## config.mk

```make
export PLATFORM = sky130hd
export DESIGN_NAME = i2c_serial_clock_generator
export DESIGN_NICKNAME = d
export VERILOG_FILES = /design/src/pkg/i2c_clkgen_pkg.sv /design/src/hw/prescale_divider.sv /design/src/hw/i2c_serial_clock_generator.sv
export VERILOG_INCLUDE_DIRS = /design/src /design/src/pkg
export SDC_FILE = /design/constraint.sdc
export NUM_CORES = 1
export LEC_CHECK = 0
export BUFFER_PORTS_ARGS = -buffer_cell sky130_fd_sc_hd__buf_2
export CORE_MARGIN = 2
export CORE_UTILIZATION = 40
export DETAILED_ROUTE_END_ITERATION = 7
export GPL_TIMING_DRIVEN = 0
export SYNTH_ARGS = -nofsm -noshare
export SYNTH_HDL_FRONTEND = slang
export SYNTH_SLANG_ARGS = --single-unit
```

## constraint.sdc

```tcl
create_clock -name core_clk -period 5.8 [get_ports core_clk]
set_clock_uncertainty 0.05 [all_clocks]
set_input_delay 1.16 -clock core_clk [delete_from_list [all_inputs] [get_ports core_clk]]
set_output_delay 1.16 -clock core_clk [all_outputs]
set_load 0.02 [all_outputs]
```

## src/pkg/i2c_clkgen_regs.svh

```systemverilog
// Timing constants and reset values for the serial clock generator
`ifndef I2C_CLKGEN_REGS_SVH
`define I2C_CLKGEN_REGS_SVH

// ----------------------------------------------------------------------
// Clock and divider
// ----------------------------------------------------------------------
`define CORE_CLK_PERIOD_PS      25000
`define PRESCALE_RATIO          8
`define MODULUS_WIDTH           8
`define MODULUS_RESET           8'hFF
`define BYPASS_RESET            1'b0

// ----------------------------------------------------------------------
// Request timing
// ----------------------------------------------------------------------
`define REQ_DROP_MAX_PS         52000
`define REQ_DROP_CYCLES \
    ((`REQ_DROP_MAX_PS / `CORE_CLK_PERIOD_PS) > 0 ? \
     (`REQ_DROP_MAX_PS / `CORE_CLK_PERIOD_PS) : 1)
`define START_MARGIN_CYCLES     1

`endif

```

## src/pkg/i2c_clkgen_pkg.sv

```systemverilog
// Types shared by the serial clock generator
package i2c_clkgen_pkg;

    typedef struct packed {
        logic [7:0] clockDividerModulus;
        logic       prescalerBypass;
    } clk_cfg_type;

    typedef enum logic [1:0] {
        ST_IDLE  = 2'b00,
        ST_START = 2'b01,
        ST_RUN   = 2'b10
    } gen_state_type;

endpackage : i2c_clkgen_pkg

```

## src/hw/prescale_divider.sv

```systemverilog
// Fixed divide-by-eight prescaler with bypass
`timescale 1ns/1ps
`include "i2c_clkgen_regs.svh"

module prescale_divider #(
    parameter int RATIO = `PRESCALE_RATIO
) (
    // Clock and reset
    input  wire logic core_clk,
    input  wire logic reset_n,
    // Control
    input  wire logic run,
    input  wire logic bypass,
    // Output enable pulse
    output logic      tick
);

    typedef struct packed {
        logic [2:0] count;
        logic       tick;
    } pre_state_type;

    pre_state_type state_r;
    pre_state_type state_nxt;

    always_comb
    begin
        state_nxt = state_r;
        state_nxt.tick = 1'b0;
        if (!run)
        begin
            state_nxt.count = 3'h0;
        end
        else if (bypass)
        begin
            state_nxt.tick = 1'b1;
        end
        else if (state_r.count == 3'(RATIO - 1))
        begin
            state_nxt.count = 3'h0;
            state_nxt.tick = 1'b1;
        end
        else
        begin
            state_nxt.count = state_r.count + 3'h1;
        end
    end

    always_ff @(posedge core_clk or negedge reset_n)
    begin
        if (!reset_n)
        begin
            state_r <= '0;
        end
        else
        begin
            state_r <= state_nxt;
        end
    end

    assign tick = state_r.tick;

endmodule : prescale_divider

```

## src/hw/i2c_serial_clock_generator.sv

```systemverilog
// Serial clock generator and request flow control for the I2C port
`timescale 1ns/1ps
`include "i2c_clkgen_regs.svh"

module i2c_serial_clock_generator #(
    parameter int MOD_W = `MODULUS_WIDTH
) (
    // Clock and reset
    input  wire logic                        core_clk,
    input  wire logic                        reset_n,
    // Configuration
    input  wire i2c_clkgen_pkg::clk_cfg_type clkCfg,
    input  wire logic                        masterMode,
    input  wire logic                        enable,
    input  wire logic                        slaveBusy,
    // Serial clock pin
    input  wire logic                        sclIn,
    output logic                             sclOut,
    output logic                             sclOe,
    // Host request pins
    input  wire logic                        hostRequestIn,
    output logic                             hostRequestOut,
    output logic                             hostRequestOe
);

    // ------------------------------------------------------------------
    // State
    // ------------------------------------------------------------------
    typedef struct packed {
        i2c_clkgen_pkg::gen_state_type state;
        logic [MOD_W-1:0]              modCount;
        logic                          sclLow;
        logic [1:0]                    sclSync;
        logic [1:0]                    reqSync;
        logic                          sclPrev;
        logic                          reqOut;
        logic                          reqOe;
        logic                          sclOe;
        logic                          sclOut;
        logic                          cfgBypass;
        logic [MOD_W-1:0]              cfgModulus;
    } gen_reg_type;

    gen_reg_type s_r;
    gen_reg_type s_nxt;
    logic        preTick;
    logic        preRun;

    // Terminal count of modulus divider for one half period
    function automatic logic modTerminal(
        input logic [MOD_W-1:0] count,
        input logic [MOD_W-1:0] modulus
    );
        modTerminal = (count == modulus);
    endfunction : modTerminal

    // ------------------------------------------------------------------
    // Prescaler
    // ------------------------------------------------------------------
    assign preRun = (s_r.state != i2c_clkgen_pkg::ST_IDLE);

    prescale_divider #(
        .RATIO (`PRESCALE_RATIO)
    ) u_prescale (
        .core_clk (core_clk),
        .reset_n  (reset_n),
        .run      (preRun),
        .bypass   (s_r.cfgBypass),
        .tick     (preTick)
    );

    // ------------------------------------------------------------------
    // Next state
    // ------------------------------------------------------------------
    always_comb
    begin
        s_nxt = s_r;
        s_nxt.sclSync = {s_r.sclSync[0], sclIn};
        s_nxt.reqSync = {s_r.reqSync[0], hostRequestIn};
        s_nxt.sclPrev = s_r.sclSync[1];
        case (s_r.state)
            i2c_clkgen_pkg::ST_IDLE:
            begin
                s_nxt.sclOut = 1'b1;
                s_nxt.sclOe = 1'b0;
                s_nxt.sclLow = 1'b0;
                s_nxt.modCount = '0;
                // Full code range accepted
                // Configuration latched only while idle, avoids glitches
                s_nxt.cfgBypass = clkCfg.prescalerBypass;
                s_nxt.cfgModulus = clkCfg.clockDividerModulus;
                if (enable && masterMode && s_r.reqSync[1])
                begin
                    s_nxt.state = i2c_clkgen_pkg::ST_START;
                end
            end
            i2c_clkgen_pkg::ST_START:
            begin
                // First edge after one half period
                if (!enable || !masterMode)
                begin
                    s_nxt.state = i2c_clkgen_pkg::ST_IDLE;
                end
                else if (preTick)
                begin
                    if (modTerminal(s_r.modCount, s_r.cfgModulus))
                    begin
                        s_nxt.modCount = '0;
                        s_nxt.sclOe = 1'b1;
                        s_nxt.sclOut = 1'b0;
                        s_nxt.sclLow = 1'b1;
                        s_nxt.state = i2c_clkgen_pkg::ST_RUN;
                    end
                    else
                    begin
                        s_nxt.modCount = s_r.modCount + MOD_W'(1);
                    end
                end
            end
            i2c_clkgen_pkg::ST_RUN:
            begin
                // Slave mode never keeps driving the clock
                if (!enable || !masterMode)
                begin
                    s_nxt.state = i2c_clkgen_pkg::ST_IDLE;
                end
                // Half period of (modulus+1) prescaled ticks
                // Modulus code n counts n+1 ticks
                else if (preTick)
                begin
                    if (modTerminal(s_r.modCount, s_r.cfgModulus))
                    begin
                        s_nxt.modCount = '0;
                        // Stop after a high phase, no trailing low glitch
                        if (!s_r.sclLow && !s_r.reqSync[1])
                        begin
                            s_nxt.state = i2c_clkgen_pkg::ST_IDLE;
                        end
                        else
                        begin
                            s_nxt.sclLow = !s_r.sclLow;
                            s_nxt.sclOut = s_r.sclLow;
                            s_nxt.sclOe = !s_r.sclLow;
                        end
                    end
                    else
                    begin
                        s_nxt.modCount = s_r.modCount + MOD_W'(1);
                    end
                end
            end
            default:
            begin
                s_nxt.state = i2c_clkgen_pkg::ST_IDLE;
            end
        endcase

        // Slave drops request on each SCL rise
        if (!masterMode && enable)
        begin
            s_nxt.reqOe = 1'b1;
            if (s_r.sclSync[1] && !s_r.sclPrev)
            begin
                s_nxt.reqOut = 1'b0;
            end
            else if (!slaveBusy)
            begin
                s_nxt.reqOut = 1'b1;
            end
        end
        else
        begin
            s_nxt.reqOe = 1'b0;
            s_nxt.reqOut = 1'b1;
        end
    end

    // ------------------------------------------------------------------
    // Registers
    // ------------------------------------------------------------------
    always_ff @(posedge core_clk or negedge reset_n)
    begin
        if (!reset_n)
        begin
            s_r <= '{
                state:      i2c_clkgen_pkg::ST_IDLE,
                modCount:   '0,
                sclLow:     1'b0,
                sclSync:    2'b11,
                reqSync:    2'b00,
                sclPrev:    1'b1,
                reqOut:     1'b1,
                reqOe:      1'b0,
                sclOe:      1'b0,
                sclOut:     1'b1,
                cfgBypass:  `BYPASS_RESET,
                cfgModulus: `MODULUS_RESET
            };
        end
        else
        begin
            s_r <= s_nxt;
        end
    end

    assign sclOut = s_r.sclOut;
    assign sclOe = s_r.sclOe;
    assign hostRequestOut = s_r.reqOut;
    assign hostRequestOe = s_r.reqOe;

endmodule : i2c_serial_clock_generator

```

==> flow_summary_export.csv <==
group,metric,value,unit
drt,routed_wl,2.921,mm
worst_setup_path,r2r_start,"s_r[27]",
worst_setup_path,start_kind,"input port",
worst_setup_path,r2r_cells,7,
cts,post_cts_buffers,0,
cts,clk_pin_slew,70,ps
synthesis,synth_warnings,0,
drt,via_per_inst,5.163,
grt,antenna_found_initial,0,
worst_setup_path,reg2reg_slack,3680,ps
cts,htreeDepth,2,
floorplanning,rows,22,
sta,fin_crit_sh,0.3898,
worst_setup_path,crit_fanout,10,
grt,grt_max_degree,33,
floorplanning,dieArea,4413,sq um
worst_setup_path,cp_top_family,"buffers and inverters",
sta,finalHoldViolations,0,
synthesis,ys_seq_elements,32,
placed_design,hpwl,2.080,mm
finish,area_growth,15.73,%
drt,ant_nets,0,
sta,tightest_slew,693.1,ps
finish,fillers,362,
sta,drv_slew,0,
finish,drive_gt1_frac,0.3114,
grt,grt-ovfl-total,0,
min_path,whs_endpoint,"s_r[15]",
cts,cts_resized,0,
cts,clkSinkCount,32,
floorplanning,core_area,3716,sq um
run_status,status,"completed",
sta,hold_slack,304.3,ps
min_path,hold_class,"reg2reg",
cts,clock_path_buffers,2,
worst_setup_path,critical_path_depth,6,
worst_setup_path,crit_slowest_cell,"clkbuf_1",
synthesis,synth_area,1559,sq um
synthesis,ys_types,28,
placed_design,place_inst,207,
synthesis,synth_fp_nets,163,
floorplanning,die_y,66.43,um
sta,tns,0,ps
sta,max_freq,442.4,MHz
synthesis,synthCells,140,
floorplanning,ios,20,
grt,grt_pass1_wl,5.154,mm
synthesis,synth_area_per_cell,11.14,sq um
min_path,hold_start,"s_nxt[15]",
cts,cts_tree,"yes",
grt,use_met3,0.05111,
grt,grtUsageMet2,0.2538,
worst_setup_path,path_cells,"buf_2 -> nand3_1 -> a21o_1 -> clkbuf_1 -> nor2_1 -> mux2_2",
floorplanning,die_w,66.43,um
drt,dr_total_vias,1110,
flow_run,drv_cap,0,
sta,fin_ws,3539,ps
finish,finalNetCount,189,
cts,postCtsHoldBufs,0,
cts,cts-root-buf,"clkbuf_8",
drt,drt-wirelength-per-cell,13.59,um
cts,cts_buffers,5,
worst_setup_path,endpoint_kind,"flip-flop",
min_path,hold_path_depth,0,
sta,rsz0062_at_grt,"no",
placed_design,place_ws,3245,ps
grt,met1_usage,0.1950,
worst_setup_path,r2r-end,"s_r[19]",
sta,worst_slew_margin_rel,0.5380,
cts,insertion_delay,280,ps
grt,grt_pass1_vias,1173,
drt,drtIter0Drc,48,
sta,setup-violations-final,0,
finish,fin_cells,215,
floorplanning,start_util,0.4195,
synthesis,ys_seq_area_frac,0.5241,
finish,postLayoutCoreUtil,0.4855,
worst_setup_path,cp.required,5920,ps
worst_setup_path,worstPathArrival,2380,ps
grt,gr-usage-all-layers,0.1611,
drt,route.detailed.drc,0,
grt,grt_busiest_layer,"met2",
worst_setup_path,critPathMaxStageDelay,350,ps
worst_setup_path,crit_buf_inv,2,
power,ir_worst_vdd,0.1977,mV
drt,dr.pass1.iters,2,
placed_design,io_buffers,19,
power,total_leakage_power,0.8501,nW
sta,layout_min_cycle_time,2261,ps
power,power.density,461.3,nW/um^2
worst_setup_path,crit_type,"in2reg",
finish,antenna_cells,0,
placed_design,gp_congestion,0.7579,
[cells by family after synthesis]
logic type                 count (synthesis)  share of synthesized area
AOI/OAI and AO/OA                         29                     0.1204
xor gates and xnor gates                   8                    0.04495
adders and majority gates                  7                    0.05618
and+or+nand+nor                           38                     0.1244
DFF                                       32                     0.5241
buffers and inverters                     12                    0.02889
muxes                                     14                     0.1011
[sequential cells by signal, indices dropped and copies added, names as in the netlist]
register	count
sclOut	1
u_prescale.tick	1
sclOe	1
s_r	21
hostRequestOe	1
hostRequestOut	1
u_prescale.state_r	3
s_nxt	3
[final cells by class]
| class | count | area (sq um) | share of cell area |
|---|---|---|---|
| inverter | 8 | 30.03 | 0.01664 |
| timing repair buffer | 19 | 95.09 | 0.05270 |
| buffer | 4 | 15.01 | 0.008322 |
| sequential | 32 | 817.0 | 0.4528 |
| multi-input combinational | 96 | 696.9 | 0.3863 |
| clock buffer | 8 | 90.09 | 0.04993 |
| tap | 48 | 60.06 | 0.03329 |
[worst max path at each step]
stage	start	to
floorplan	enable	s_r[19]
CTS	enable	s_r[19]
global route	enable	s_r[19]
global placement	enable	s_r[19]
finish	enable	s_r[19]
detailed placement	enable	s_r[19]
[cells in the mapped netlist]
cell        n  area [sq um]
dfrtp_1    19         475.5
dfstp_2    13         341.6
o21ai_0    11         55.05
mux2_2     10         112.6
nand2_1    10         37.54
inv_1       8         30.03
nor2_1      8         30.03
xor2_1      8         70.07
ha_1        7         87.58
nand3_1     5         25.02
a21oi_1     4         20.02
a22o_1      4         35.03
clkbuf_1    4         15.01
nor2b_1     4         25.02
nor3_1      4         20.02
and3_1      3         18.77
mux2i_1     3         30.03
a21o_1      2         15.01
nor4_2      2         25.02
o2111ai_1   2         17.52
o31ai_1     2         15.01
a211o_1     1         8.760
a21boi_1    1         7.510
mux2_4      1         15.01
o211ai_1    1         7.510
o22ai_1     1         6.260
or2_1       1         6.260
or2_2       1         6.260
[layout by cell type, fill, tap and decap left out, types with 2 or more instances in the layout]
| cell | count |
|---|---|
| a21o_1 | 2 |
| a21oi_1 | 4 |
| a22o_1 | 4 |
| and3_1 | 3 |
| buf_2 | 19 |
| clkbuf_1 | 6 |
| clkbuf_8 | 6 |
| dfrtp_1 | 19 |
| dfstp_2 | 13 |
| ha_1 | 7 |
| inv_1 | 8 |
| mux2_2 | 10 |
| mux2i_1 | 3 |
| nand2_1 | 10 |
| nand3_1 | 5 |
| nor2_1 | 8 |
| nor2b_1 | 4 |
| nor3_1 | 4 |
| nor4_2 | 2 |
| o2111ai_1 | 2 |
| o21ai_0 | 11 |
| o31ai_1 | 2 |
| xor2_1 | 8 |
[stage by stage]
| stage | instance area [sq um] | power (mW) |
|---|---|---|
| floorplan | 1559 | 0.5791 |
| global placement | 1714 | 0.6446 |
| detailed placement | 1714 | 0.6610 |
| CTS | 1804 | 0.8425 |
| global route | 1804 | 0.8986 |
| finish | 1804 | 0.8323 |
[report_power, final]
part           leakage [nW]  total, mW  internal, mW  switching [mW]
Clock                0.0455      0.175        0.0967          0.0785
Combinational         0.413      0.313         0.138           0.174
Sequential            0.391      0.344         0.300          0.0441
[metal layers]
layer,wire (um),vias to the layer above
li1,-,543
met1,1390,536
met2,1353,21
met3,109,10
met4,68,0
met5,0,-
Power figures use the tool's default switching activity.
